### config.mk
export PLATFORM = sky130hd
export DESIGN_NAME = cgt_timer
export DESIGN_NICKNAME = d
export VERILOG_FILES = /design/src/rtl/cgt_prescaler.v /design/src/rtl/cgt_timer.v
export VERILOG_INCLUDE_DIRS = /design/src /design/src/rtl
export SDC_FILE = /design/constraint.sdc
export NUM_CORES = 1
export LEC_CHECK = 0
export BUFFER_PORTS_ARGS = -buffer_cell sky130_fd_sc_hd__buf_2
export CORE_ASPECT_RATIO = 0.6
export CORE_MARGIN = 4
export CORE_UTILIZATION = 50
export DETAILED_ROUTE_END_ITERATION = 6
export PLACE_DENSITY = 0.7
export SLEW_MARGIN = 20
export SYNTH_ARGS = -nofsm -noshare
export SYNTH_HDL_FRONTEND = slang
export SYNTH_SLANG_ARGS = --single-unit
export TNS_END_PERCENT = 100
### constraint.sdc
create_clock -name aclk -period 5.9 [get_ports aclk]
set_input_delay 1.18 -clock aclk [delete_from_list [all_inputs] [get_ports aclk]]
set_output_delay 1.18 -clock aclk [all_outputs]
set_load 0.01 [all_outputs]
### src/rtl/cgt_consts.vh
/*
 Constants for the cascaded 32-bit gated timer: register byte offsets,
 control and flag bit positions, reset values and prescaler terminal counts.
 Assumes inclusion by bare name from the timer and prescaler sources.
*/
`ifndef CGT_CONSTS_VH
`define CGT_CONSTS_VH

// ****************************************
// Register byte offsets
// ****************************************
`define CGT_OFS_LOW_COUNT   8'h00
`define CGT_OFS_HIGH_COUNT  8'h04
`define CGT_OFS_HOLD        8'h08
`define CGT_OFS_PERIOD_LOW  8'h0C
`define CGT_OFS_PERIOD_HIGH 8'h10
`define CGT_OFS_LOW_CTRL    8'h14
`define CGT_OFS_HIGH_CTRL   8'h18
`define CGT_OFS_IRQ_FLAG    8'h1C
`define CGT_OFS_IRQ_ENABLE  8'h20

// ****************************************
// Field positions
// ****************************************
`define CGT_BIT_TIMER_ON    15
`define CGT_BIT_GATE_SEL    6
`define CGT_BIT_PSC_HI      5
`define CGT_BIT_PSC_LO      4
`define CGT_BIT_CLK_SRC     1
`define CGT_BIT_MATCH_FLAG  7
`define CGT_BIT_MATCH_EN    7

// ****************************************
// Reset values
// ****************************************
`define CGT_RST_COUNT       16'h0000
`define CGT_RST_PERIOD      16'hFFFF
`define CGT_RST_CTRL        16'h0000

// ****************************************
// Prescaler terminal counts for 1, 8, 64, 256
// ****************************************
`define CGT_PSC_TC_1        8'h00
`define CGT_PSC_TC_8        8'h07
`define CGT_PSC_TC_64       8'h3F
`define CGT_PSC_TC_256      8'hFF

// AXI responses
`define CGT_RESP_OKAY       2'b00
`define CGT_RESP_SLVERR     2'b10

`endif

### src/rtl/cgt_prescaler.v
/*
 Input prescaler for the 32-bit timer: divides incoming ticks by 1, 8, 64
 or 256. Assumes tick_in is synchronous to aclk, each high cycle counting as one tick, and that
 the caller only raises clr while the prescaler clock is running.
*/
`timescale 1ns/1ps
`include "cgt_consts.vh"

module cgt_prescaler (
	// Clock and reset
	input  wire       aclk,
	input  wire       aresetn,
	// Control
	input  wire       clr,
	input  wire [1:0] prescale_select,
	// Ticks
	input  wire       tick_in,
	output wire       tick_out
);

	reg  [7:0] psc_cnt_q;
	reg  [7:0] psc_cnt_d;
	reg  [7:0] term_cnt;

	// Terminal count per divide ratio
	always @* begin
		case (prescale_select)
			2'b00:   term_cnt = `CGT_PSC_TC_1;
			2'b01:   term_cnt = `CGT_PSC_TC_8;
			2'b10:   term_cnt = `CGT_PSC_TC_64;
			default: term_cnt = `CGT_PSC_TC_256;
		endcase
	end

	assign tick_out = tick_in && !clr && (psc_cnt_q >= term_cnt);

	// Next count; a clear wins over a tick so a rewrite restarts cleanly
	always @* begin
		psc_cnt_d = psc_cnt_q;
		if (clr) begin
			psc_cnt_d = 8'h00;
		end else if (tick_in) begin
			psc_cnt_d = tick_out ? 8'h00 : psc_cnt_q + 8'h01;
		end
	end

	// Counter register, cleared by device reset
	always @(posedge aclk) begin
		if (!aresetn) begin
			psc_cnt_q <= 8'h00;
		end else begin
			psc_cnt_q <= psc_cnt_d;
		end
	end

endmodule // cgt_prescaler

### src/rtl/cgt_timer.v
/*
 Cascaded 32-bit gated timer with AXI4-Lite register access, prescaler,
 gated accumulation, period match, converter trigger and interrupt request.
 Assumes aclk is the instruction-cycle clock and all pins are synchronous
 to it except the gate pin, which is synchronised here.
*/
// The register offsets and the AXI4-Lite register port were decided locally.
// Summary of operation
// - Gated mode counts instruction cycles only while gate pin is high.
// - Gated mode needs gate select bit 6 of low-half control.
// - Gate select bit of high-half control is ignored.
// - Gated mode works only with timer on and internal clock selected.
// - Gate falling edge stops counting and keeps the count.
// - 32-bit count equal to period emits converter trigger.
// - Prescale field bits 5:4 divides by 1, 8, 64 or 256.
// - Input clock is instruction cycle or external clock by source select.
// - Only the low-half prescaler setting is used.
// - Writing either count register clears the prescaler.
// - Clearing timer-on bit 15 of either control clears prescaler.
// - Device reset clears the prescaler.
// - Prescaler is not cleared while timer is off.
// - Writing control registers leaves counts unchanged.
// - No counting during sleep.
// - Match or gate falling edge sets flag bit 7.
// - Interrupt request only while enable bit 7 is set.
// - Count runs to period, returns to zero, continues.
// - Low half is least significant word, high half most.
// - Low count read latches high word; holding then low write loads it.
`timescale 1ns/1ps
`include "cgt_consts.vh"

module cgt_timer (
	// Clock and reset
	input  wire        aclk,
	input  wire        aresetn,
	// AXI4-Lite write address
	input  wire        s_axi_awvalid,
	output wire        s_axi_awready,
	input  wire [7:0]  s_axi_awaddr,
	input  wire [2:0]  s_axi_awprot,
	// AXI4-Lite write data
	input  wire        s_axi_wvalid,
	output wire        s_axi_wready,
	input  wire [31:0] s_axi_wdata,
	input  wire [3:0]  s_axi_wstrb,
	// AXI4-Lite write response
	output reg         s_axi_bvalid,
	input  wire        s_axi_bready,
	output reg  [1:0]  s_axi_bresp,
	// AXI4-Lite read address
	input  wire        s_axi_arvalid,
	output wire        s_axi_arready,
	input  wire [7:0]  s_axi_araddr,
	input  wire [2:0]  s_axi_arprot,
	// AXI4-Lite read data
	output reg         s_axi_rvalid,
	input  wire        s_axi_rready,
	output reg  [31:0] s_axi_rdata,
	output reg  [1:0]  s_axi_rresp,
	// Device pins
	input  wire        gate_input_pin,
	input  wire        ext_clock_pin,
	input  wire        sleep_mode,
	// Event outputs
	output reg         adc_trigger,
	output reg         irq
);

	// ****************************************
	// Register state
	// ****************************************
	reg  [15:0] low_count_q;
	reg  [15:0] high_count_q;
	reg  [15:0] hold_q;
	reg  [15:0] period_low_q;
	reg  [15:0] period_high_q;
	reg  [15:0] low_ctrl_q;
	reg  [15:0] high_ctrl_q;
	reg         match_flag_q;
	reg         match_en_q;

	// Bus holding state
	reg         aw_held_q;
	reg         w_held_q;
	reg  [7:0]  aw_addr_q;
	reg  [31:0] w_data_q;
	reg  [3:0]  w_strb_q;

	// Pin sampling
	reg         gate_meta_q;
	reg         gate_sync_q;
	reg         gate_prev_q;
	reg         ext_prev_q;

	wire        do_wr;
	wire        do_rd;
	wire [15:0] wr_val;
	wire        wr_low_count;
	wire        wr_high_count;
	wire        wr_low_ctrl;
	wire        wr_high_ctrl;
	wire        wr_flag;
	wire        timer_on;
	wire        gated_mode;
	wire        gate_fall;
	wire        raw_tick;
	wire        psc_clr;
	wire        count_tick;
	wire [31:0] count32;
	wire [31:0] period32;
	wire        period_hit;
	wire        ton_low_off;
	wire        ton_high_off;
	wire        wr_map_ok;
	reg         rd_map_ok;
	reg  [15:0] rd_val;

	// Byte-lane merge of a 16-bit register with the write strobes
	function [15:0] merge16;
		input [15:0] old_v;
		input [15:0] new_v;
		input [1:0]  strb;
		begin
			merge16 = {strb[1] ? new_v[15:8] : old_v[15:8],
			           strb[0] ? new_v[7:0] : old_v[7:0]};
		end
	endfunction

	// ****************************************
	// AXI4-Lite handshakes
	// ****************************************

	// One write at a time: address and data wait for each other
	assign s_axi_awready = !aw_held_q && !s_axi_bvalid;
	assign s_axi_wready  = !w_held_q && !s_axi_bvalid;
	assign s_axi_arready = !s_axi_rvalid;
	assign do_wr         = aw_held_q && w_held_q && !s_axi_bvalid;
	assign do_rd         = s_axi_arvalid && s_axi_arready;

	// Capture address and data channels independently
	always @(posedge aclk) begin
		if (!aresetn) begin
			aw_held_q <= 1'b0;
			w_held_q  <= 1'b0;
			aw_addr_q <= 8'h00;
			w_data_q  <= 32'h0000_0000;
			w_strb_q  <= 4'h0;
		end else begin
			if (s_axi_awvalid && s_axi_awready) begin
				aw_held_q <= 1'b1;
				aw_addr_q <= s_axi_awaddr;
			end else if (do_wr) begin
				aw_held_q <= 1'b0;
			end
			if (s_axi_wvalid && s_axi_wready) begin
				w_held_q <= 1'b1;
				w_data_q <= s_axi_wdata;
				w_strb_q <= s_axi_wstrb;
			end else if (do_wr) begin
				w_held_q <= 1'b0;
			end
		end
	end

	// Write decode
	assign wr_val        = w_data_q[15:0];
	assign wr_low_count  = do_wr && (aw_addr_q == `CGT_OFS_LOW_COUNT);
	assign wr_high_count = do_wr && (aw_addr_q == `CGT_OFS_HIGH_COUNT);
	assign wr_low_ctrl   = do_wr && (aw_addr_q == `CGT_OFS_LOW_CTRL);
	assign wr_high_ctrl  = do_wr && (aw_addr_q == `CGT_OFS_HIGH_CTRL);
	assign wr_flag       = do_wr && (aw_addr_q == `CGT_OFS_IRQ_FLAG);
	assign wr_map_ok     = (aw_addr_q <= `CGT_OFS_IRQ_ENABLE) && (aw_addr_q[1:0] == 2'b00);

	// Write response, unmapped addresses answer SLVERR
	always @(posedge aclk) begin
		if (!aresetn) begin
			s_axi_bvalid <= 1'b0;
			s_axi_bresp  <= `CGT_RESP_OKAY;
		end else if (do_wr) begin
			s_axi_bvalid <= 1'b1;
			s_axi_bresp  <= wr_map_ok ? `CGT_RESP_OKAY : `CGT_RESP_SLVERR;
		end else if (s_axi_bready) begin
			s_axi_bvalid <= 1'b0;
		end
	end

	// Read mux, upper half of each word reads zero
	always @* begin
		rd_val    = 16'h0000;
		rd_map_ok = 1'b1;
		case (s_axi_araddr)
			`CGT_OFS_LOW_COUNT:   rd_val = low_count_q;
			`CGT_OFS_HIGH_COUNT:  rd_val = high_count_q;
			`CGT_OFS_HOLD:        rd_val = hold_q;
			`CGT_OFS_PERIOD_LOW:  rd_val = period_low_q;
			`CGT_OFS_PERIOD_HIGH: rd_val = period_high_q;
			`CGT_OFS_LOW_CTRL:    rd_val = low_ctrl_q;
			`CGT_OFS_HIGH_CTRL:   rd_val = high_ctrl_q;
			`CGT_OFS_IRQ_FLAG:    rd_val[`CGT_BIT_MATCH_FLAG] = match_flag_q;
			`CGT_OFS_IRQ_ENABLE:  rd_val[`CGT_BIT_MATCH_EN] = match_en_q;
			default:              rd_map_ok = 1'b0;
		endcase
	end

	// Read data register, answered one cycle after the address is taken
	always @(posedge aclk) begin
		if (!aresetn) begin
			s_axi_rvalid <= 1'b0;
			s_axi_rdata  <= 32'h0000_0000;
			s_axi_rresp  <= `CGT_RESP_OKAY;
		end else if (do_rd) begin
			s_axi_rvalid <= 1'b1;
			s_axi_rdata  <= {16'h0000, rd_val};
			s_axi_rresp  <= rd_map_ok ? `CGT_RESP_OKAY : `CGT_RESP_SLVERR;
		end else if (s_axi_rready) begin
			s_axi_rvalid <= 1'b0;
		end
	end

	// ****************************************
	// Configuration registers
	// ****************************************

	// Control, period and enable writes; none of these touch the count
	always @(posedge aclk) begin
		if (!aresetn) begin
			low_ctrl_q    <= `CGT_RST_CTRL;
			high_ctrl_q   <= `CGT_RST_CTRL;
			period_low_q  <= `CGT_RST_PERIOD;
			period_high_q <= `CGT_RST_PERIOD;
			hold_q        <= `CGT_RST_COUNT;
			match_en_q    <= 1'b0;
		end else begin
			if (wr_low_ctrl) begin
				low_ctrl_q <= merge16(low_ctrl_q, wr_val, w_strb_q[1:0]);
			end
			if (wr_high_ctrl) begin
				high_ctrl_q <= merge16(high_ctrl_q, wr_val, w_strb_q[1:0]);
			end
			if (do_wr && (aw_addr_q == `CGT_OFS_PERIOD_LOW)) begin
				period_low_q <= merge16(period_low_q, wr_val, w_strb_q[1:0]);
			end
			if (do_wr && (aw_addr_q == `CGT_OFS_PERIOD_HIGH)) begin
				period_high_q <= merge16(period_high_q, wr_val, w_strb_q[1:0]);
			end
			if (do_wr && (aw_addr_q == `CGT_OFS_IRQ_ENABLE) && w_strb_q[0]) begin
				match_en_q <= w_data_q[`CGT_BIT_MATCH_EN];
			end
			// Reading the low word freezes the high word for a coherent pair
			if (do_rd && (s_axi_araddr == `CGT_OFS_LOW_COUNT)) begin
				hold_q <= high_count_q;
			end else if (do_wr && (aw_addr_q == `CGT_OFS_HOLD)) begin
				hold_q <= merge16(hold_q, wr_val, w_strb_q[1:0]);
			end
		end
	end

	// ****************************************
	// Clock selection and gating
	// ****************************************

	// Gate pin through two flops; only the second and its one-cycle delayed copy are looked at
	always @(posedge aclk) begin
		if (!aresetn) begin
			gate_meta_q <= 1'b0;
			gate_sync_q <= 1'b0;
			gate_prev_q <= 1'b0;
			ext_prev_q  <= 1'b0;
		end else begin
			gate_meta_q <= gate_input_pin;
			gate_sync_q <= gate_meta_q;
			gate_prev_q <= gate_sync_q;
			ext_prev_q  <= ext_clock_pin;
		end
	end

	// Only low-half control steers the 32-bit timer
	assign timer_on   = low_ctrl_q[`CGT_BIT_TIMER_ON];
	assign gated_mode = low_ctrl_q[`CGT_BIT_GATE_SEL] && timer_on
	                    && !low_ctrl_q[`CGT_BIT_CLK_SRC];
	assign gate_fall  = gated_mode && gate_prev_q && !gate_sync_q;

	// Instruction cycle, gated cycle or external rising edge
	assign raw_tick = timer_on && !sleep_mode &&
	                  (low_ctrl_q[`CGT_BIT_CLK_SRC] ? (ext_clock_pin && !ext_prev_q)
	                  : (!low_ctrl_q[`CGT_BIT_GATE_SEL] || gate_sync_q));

	// ****************************************
	// Prescaler clearing
	// ****************************************

	// A timer-on bit going from one to zero by a control write
	assign ton_low_off  = wr_low_ctrl && w_strb_q[1] && low_ctrl_q[`CGT_BIT_TIMER_ON]
	                      && !wr_val[`CGT_BIT_TIMER_ON];
	assign ton_high_off = wr_high_ctrl && w_strb_q[1] && high_ctrl_q[`CGT_BIT_TIMER_ON]
	                      && !wr_val[`CGT_BIT_TIMER_ON];

	// Clear only while the prescaler clock runs, i.e. timer on
	assign psc_clr = timer_on && (wr_low_count || wr_high_count
	                 || ton_low_off || ton_high_off);

	// Low-half prescale field alone sets the ratio
	cgt_prescaler u_prescaler (
		.aclk            (aclk),
		.aresetn         (aresetn),
		.clr             (psc_clr),
		.prescale_select (low_ctrl_q[`CGT_BIT_PSC_HI:`CGT_BIT_PSC_LO]),
		.tick_in         (raw_tick),
		.tick_out        (count_tick)
	);

	// ****************************************
	// 32-bit counter
	// ****************************************

	// Low half is the least significant word
	assign count32    = {high_count_q, low_count_q};
	assign period32   = {period_high_q, period_low_q};
	assign period_hit = count_tick && (count32 == period32);

	// Count up to period then wrap to zero; software writes win
	always @(posedge aclk) begin
		if (!aresetn) begin
			low_count_q  <= `CGT_RST_COUNT;
			high_count_q <= `CGT_RST_COUNT;
		end else if (wr_low_count) begin
			low_count_q  <= merge16(low_count_q, wr_val, w_strb_q[1:0]);
			high_count_q <= hold_q;
		end else if (wr_high_count) begin
			high_count_q <= merge16(high_count_q, wr_val, w_strb_q[1:0]);
		end else if (period_hit) begin
			low_count_q  <= `CGT_RST_COUNT;
			high_count_q <= `CGT_RST_COUNT;
		end else if (count_tick) begin
			{high_count_q, low_count_q} <= count32 + 32'h0000_0001;
		end
	end

	// ****************************************
	// Events and interrupt
	// ****************************************

	// Flag set wins over a software clear in the same cycle
	always @(posedge aclk) begin
		if (!aresetn) begin
			match_flag_q <= 1'b0;
			adc_trigger  <= 1'b0;
			irq          <= 1'b0;
		end else begin
			if (period_hit || gate_fall) begin
				match_flag_q <= 1'b1;
			end else if (wr_flag && w_strb_q[0]) begin
				match_flag_q <= w_data_q[`CGT_BIT_MATCH_FLAG];
			end
			adc_trigger <= period_hit;
			irq         <= (match_flag_q || period_hit || gate_fall) && match_en_q;
		end
	end

endmodule // cgt_timer

==> results.tsv, run 1 <==
metric	value	unit
syn avg cell area	8.15	µm²
critical path, cell by cell	buf_2 > nand2b_1 > a2111oi_4 > o211ai_2 > nor3_4 > nand2_1 > buf_4 > nor4b_1 > or4b_1	
Worst-Margin Slew	965	ps
CP arrival	4110	ps
RSZ-0062 raised after global routing	no	
largest net degree at the start of global routing	74	
clk root buf	clkbuf_16	
Cells after Synth	1148	
crit-path max FO	16	
Vias/cell	6.28	
# rows	38	
Synth warnings	0	
CP max-delay cell	a2111oi_4	
kind of critical path	in -> reg	
core area	18200	µm²
Final ANT Viol Nets	0	
fin crit period	3800	ps
routed vias	8795	
drt drc	0	
Fin. Hold Viols	0	
GR Util All Layers	27.9	%
Hold Buf Count CTS	0	
Hold Path Class	reg -> reg	
vias in the first global route	7984	
CP peak stage delay	610	ps
HPWL after DPL	20.5	mm
TNS Setup	0	ps
total setup buffers inserted after CTS	0	
die height	114	µm
final wirelength	29.2	mm
Yosys top cell area share	37.6	%
TritonCTS Buffers	17	
asr flop ratio synth	0	%
PortBufs	68	
number of fillers in the final layout	1696	
diodes inserted	0	
Die Wd	185	µm
per-cell routed wire length	20.9	µm
critical path startpoint	ext_clock_pin	
most frequent cells after synthesis	dfxtp_1, nand2_1, nor2_1, a21oi_1, o21ai_0	
post-cts sizing count	0	
Lkg Pwr	3.80	nW
die area	21000	µm²
RePlAce Congestion	0.956	
required time worst endpoint	6210	ps
P&R area growth vs syn	8.11	%
Initial DRC Count	1220	
total global routing overflow	0	
flops & latches, synth	176	
initial antenna violation count	0	
Max Clk Rate	263	MHz
Initial DRT Pass Iterations	6	
TritonCTS Sinks	176	
max-cap check violation count	0	
final cell count without fillers	1400	
worst hold start	gate_meta_q$_SDFF_PN0_	
CP Launch Type	primary input	
Max VDD drop	0.214	mV
io pins	111	
Worst Setup End Kind	flop	
Total Nets Final	1226	
post-synthesis sequential area ratio	37.6	%
most common cell in the netlist	dfxtp_1	
Yosys top cell by area	dfxtp_1	
H-tree depth	4	
max-slew violation count	0	
number of synthesized flops with an enable pin	0	
part of the cycle the worst path needs	64.4	%
Inst Count DP	1369	
clk slew on worst S/H paths	70	ps
clk buf depth	2	
top post-synthesis cells by area	dfxtp_1, nand2_1, a21oi_1	
CTS tree	built	
PnR Total Power	2.70	mW
ratio of cells with drive above 1 in the final layout	12.2	%
flop2flop setup slack	2350	ps
status	finished, final reports clean	
later-pin clock latency in the skew report	440	ps
pwr dens	267	nW/µm²
Crit Reg-Reg Startpoint	low_count_q[5]$_SDFFE_PN0P_	
ys flop type	dfxtp_1	
slew margin rel.	35.6	%
Post-Synthesis Cell Area	9360	µm²
initial core utilization	51.4	%
first-pass GRT wire length	46.1	mm
post-synth cell types	71	
# setup viols final	0	
Setup Skew	14.4	ps
==> cells in the final DEF, fill, tap and decap left out, types with 5 or more instances in the layout <==
cell type / n
nand2b_1: 9
ha_1: 10
xor2_1: 38
nor3_1: 34
nand3b_1: 5
nor2_1: 92
clkbuf_16: 17
dfxtp_1: 176
nand4_1: 12
nand3_1: 46
conb_1: 18
a32oi_1: 7
o221ai_1: 10
a31oi_1: 20
mux2i_1: 36
a22oi_1: 42
nand2_1: 141
nor4_1: 13
and3_1: 8
o22ai_1: 13
a21oi_1: 84
a22o_1: 24
a221oi_1: 17
and2_1: 10
inv_1: 16
buf_2: 67
buf_4: 18
a211oi_1: 19
o21ai_0: 74
==> final timing paths <==
check | to | cells after the start
worst min-delay path | gate_sync_q$_SDFF_PN0_ | 1
worst max-delay path | high_count_q[15]$_SDFFE_PN0P_ | 9
worst max register to register | high_count_q[15]$_SDFFE_PN0P_ | 8
worst min register to register | gate_sync_q$_SDFF_PN0_ | 1
==> critical path, delay by kind of cell <==
family,cells,cell delay (ps)
AND/OR/NAND/NOR,5,1610
AO/OA/AOI/OAI,2,840
buffers and inverters,2,470
==> report_power, final <==
part           internal, mW  switching, mW  leakage, nW
Sequential             1.22         0.0487         1.43
Combinational        0.0601          0.131         2.07
Clock                 0.734          0.508        0.307
==> cell type report <==
type	instances	area [µm²]	share of cell area, %
inverter	17	63.8	0.630
tap	240	300	2.97
clock buffer	19	453	4.48
sequential	176	3520	34.8
clock inverter	12	180	1.78
multi-input combinational	851	5130	50.7
timing repair buffer	85	470	4.65
==> metrics by stage <==
stage,instance area [µm²],hold slack [ps],util (%),setup WS (ps)
floorplan,9430,412,-,2800
global placement,9490,425,52.1,1750
detailed placement,9490,443,52.1,1710
CTS,10100,456,55.6,2160
global route,10100,462,55.6,1970
finish,10100,448,55.6,2100
==> routing by layer <==
layer | up-vias | track usage (%) | routed length, µm | part of all wire (%)
met1 | 4171 | 42.8 | 13500 | 46
met4 | 0 | 6.55 | 502 | 1.7
met3 | 48 | 7.97 | 3470 | 12
li1 | 4128 | - | - | -
met5 | - | 0 | 0 | 0
met2 | 448 | 38.3 | 11700 | 40
==> cell families after synthesis <==
logic type	synth area share, %
other	0.0401
buffers and inverters	8.43
multiplexers	4.21
flip-flops	37.6
AND/OR/NAND/NOR	21.1
adder cells (fa/ha/maj)	1.34
AO/OA/AOI/OAI	23.7
XOR/XNOR	3.56
Note: power is estimated with default switching activity, not from simulation.
==> run 2: changes to the inputs <==
--- a/config.mk
+++ b/config.mk
@@ -6,6 +6,7 @@
 export SDC_FILE = /design/constraint.sdc
 export NUM_CORES = 1
 export LEC_CHECK = 0
+export ABC_AREA = 1
 export BUFFER_PORTS_ARGS = -buffer_cell sky130_fd_sc_hd__buf_2
 export CORE_ASPECT_RATIO = 0.6
 export CORE_MARGIN = 4
==> constraint.sdc (replaced) <==
create_clock -name aclk -period 3.6 [get_ports aclk]
set_input_delay 0.72 -clock aclk [delete_from_list [all_inputs] [get_ports aclk]]
set_output_delay 0.72 -clock aclk [all_outputs]
set_load 0.01 [all_outputs]
==> run 2 against run 1 <==
Net effect:
- the flow now finishes with violations (DRC)
- critical path depth is 3 higher
- clock-buffer cell count is 1 lower
- combinational power is 73% higher
- total power is 59% higher
- die area is 5.1% higher
- area after synthesis is 5.4% higher
- worst hold slack worse by 25 ps
- register-to-register slack worse by 1500 ps
- first-iteration DRC count is 14% higher
- via count is 17% higher
- synthesized cell count is 28% higher
- final area is 7.9% higher
==> results.tsv, run 2 <==
metric	value	unit
most frequent cells after synthesis	nand2_1, dfxtp_1, nor2_1, inv_1, a21oi_1	
post-synth cell types	48	
required time worst endpoint	3940	ps
Fin. Hold Viols	0	
core area	19200	µm²
Worst Hold Endpoint	gate_sync_q$_SDFF_PN0_	
max-slew violation count	0	
flop2flop setup slack	840	ps
Die Wd	189	µm
Setup Skew	10.9	ps
io pins	111	
Hold Buf Count CTS	0	
max-cap check violation count	0	
PnR worst setup slack	841	ps
largest net degree at the start of global routing	80	
Synth Area in Adders	1.27	%
RePlAce Congestion	0.961	
CP arrival	3100	ps
kind of critical path	reg -> reg	
HPWL after DPL	24.4	mm
Simple-Gate Fraction of Synth Area	32.6	%
largest family of logic cells by synthesized area	simple AND/OR/NAND/NOR gates	
top post-synthesis cells by area	dfxtp_1, nand2_1, nor2_1	
TritonCTS Buffers	17	
drt drc	5	
ys flop type	dfxtp_1	
clk buf depth	2	
Max VDD drop	0.372	mV
Post-Synthesis Cell Area	9870	µm²
Cells after Synth	1475	
Total Nets Final	1595	
commonest non-fill, non-tap cell in the layout	nand2_1	
later-pin clock latency in the skew report	450	ps
Worst Setup End Kind	flop	
post-synthesis sequential area ratio	35.7	%
status	complete, but fails checks	
initial antenna violation count	0	
CP peak stage delay	620	ps
per-cell routed wire length	18.2	µm
Lkg Pwr	4.94	nW
failing checks	DRC	
asr flop ratio synth	0	%
post-cts sizing count	0	
syn avg cell area	6.69	µm²
crit-path max FO	9	
die height	117	µm
routed vias	10300	
worst hold start	gate_meta_q$_SDFF_PN0_	
Final ANT Viol Nets	0	
Vias/cell	5.73	
diodes inserted	0	
clk slew on worst S/H paths	70	ps
RSZ-0062 raised after global routing	no	
xor/xnor cell area share of the yosys netlist	2.31	%
critical path, cell by cell	ha_1 > nand2_1 > nor2_1 > nand2_1 > nor2_1 > nand4_1 > inv_1 > nand4_1 > nand3_1 > nor2_1 > nor2_1 > nor2_1	
number of synthesized flops with an enable pin	0	
GR Util All Layers	29.7	%
final wirelength	32.7	mm
R2R Path End	high_count_q[12]$_SDFFE_PN0P_	
TNS Setup	0	ps
# setup viols final	0	
clk root buf	clkbuf_16	
cell mode on critical path	nor2_1	
PortBufs	68	
most frequent cells in the layout	nand2_1, dfxtp_1, nor2_1	
Initial DRC Count	1391	
Worst-Margin Slew	1060	ps
Yosys top cell area share	35.7	%
mux share of post-synthesis cell area	0	%
total global routing overflow	0	
Hold Crit Depth	2	
Place WS	851	ps
ratio of cells with drive above 1 in the final layout	10.7	%
Yosys top cell by area	dfxtp_1	
area fraction in compound gates after synthesis	17.7	%
worst r2r path cells	12	
fin crit period	2760	ps
Crit Reg-Reg Startpoint	low_count_q[0]$_SDFFE_PN0P_	
part of the cycle the worst path needs	76.6	%
Hold Path Class	reg -> reg	
Initial DRT Pass Iterations	7	
Synth warnings	0	
CP max-delay cell	dfxtp_1	
CP Launch Type	flop	
most common cell in the netlist	nand2_1	
TritonCTS Sinks	176	
CTS tree	built	
total setup buffers inserted after CTS	0	
flops & latches, synth	176	
H-tree depth	4	
# rows	39	
P&R area growth vs syn	10.7	%
pwr dens	394	nW/µm²
vias in the first global route	9242	
slew margin rel.	28.9	%
initial core utilization	51.3	%
first-pass GRT wire length	51.1	mm
die area	22100	µm²
Max Clk Rate	362	MHz
==> run 2: routing by layer <==
metal  share of wire [%]  routed length, µm  vias up  track usage (%)
met2                  41              13300      539             42.8
met4                 1.5                505        0             6.41
met5                   0                  0        -                0
met1                  47              15300     4786             44.3
li1                    -                  -     4922                -
met3                  11               3610       40             8.42
==> run 2: logic make-up after synthesis <==
logic type | count (synthesis)
other cells | 1
compound gates | 296
simple gates | 727
flops | 176
buf+inv | 239
xor+xnor | 26
fa+ha+maj | 10
==> run 2: worst max path at each step <==
stage / startpoint / endpoint / depth (start not counted)
2_1_floorplan: sleep_mode / low_count_q[0]$_SDFFE_PN0P_ / 9
3_3_place_gp: sleep_mode / irq$_SDFF_PN0_ / 10
3_5_place_dp: sleep_mode / irq$_SDFF_PN0_ / 10
4_1_cts: low_count_q[0]$_SDFFE_PN0P_ / high_count_q[12]$_SDFFE_PN0P_ / 12
5_1_grt: low_count_q[0]$_SDFFE_PN0P_ / high_count_q[8]$_SDFFE_PN0P_ / 12
6_report: low_count_q[0]$_SDFFE_PN0P_ / high_count_q[12]$_SDFFE_PN0P_ / 12
==> run 2: layout make-up <==
class / instances / area, µm²
fillers: 1925 / 8300
multi-input cells: 1077 / 5380
flip-flops and latches: 176 / 3520
inverters: 158 / 593
repair buffers: 87 / 498
clock buffers: 18 / 429
well taps: 266 / 333
clock inverters: 14 / 165
==> run 2: critical path: cells and delay by family, from the launching register on <==
family	cells	cell delay, ps
buffers and inverters	1	200
AND/OR/NAND/NOR	10	1580
adder cells (fa/ha/maj)	1	240
flip-flops	1	620
==> run 2: power breakdown <==
part	switching, mW	internal, mW
logic	0.238	0.0931
registers	0.0537	1.99
clock network	0.835	1.09
total	1.13	3.17
==> run 2: through the flow <==
step / power (mW) / area [µm²] / hold WS [ps] / util (%) / instances
floorplan: 2.29 / 9930 / 390 / - / 1492
global placement: 2.41 / 10300 / 396 / 53.7 / 1764
detailed placement: 2.41 / 10300 / 411 / 53.7 / 1764
CTS: 4.30 / 10900 / 427 / 56.8 / 1796
global route: 4.43 / 10900 / 441 / 56.8 / 1796
finish: 4.30 / 10900 / 423 / 56.8 / 1796
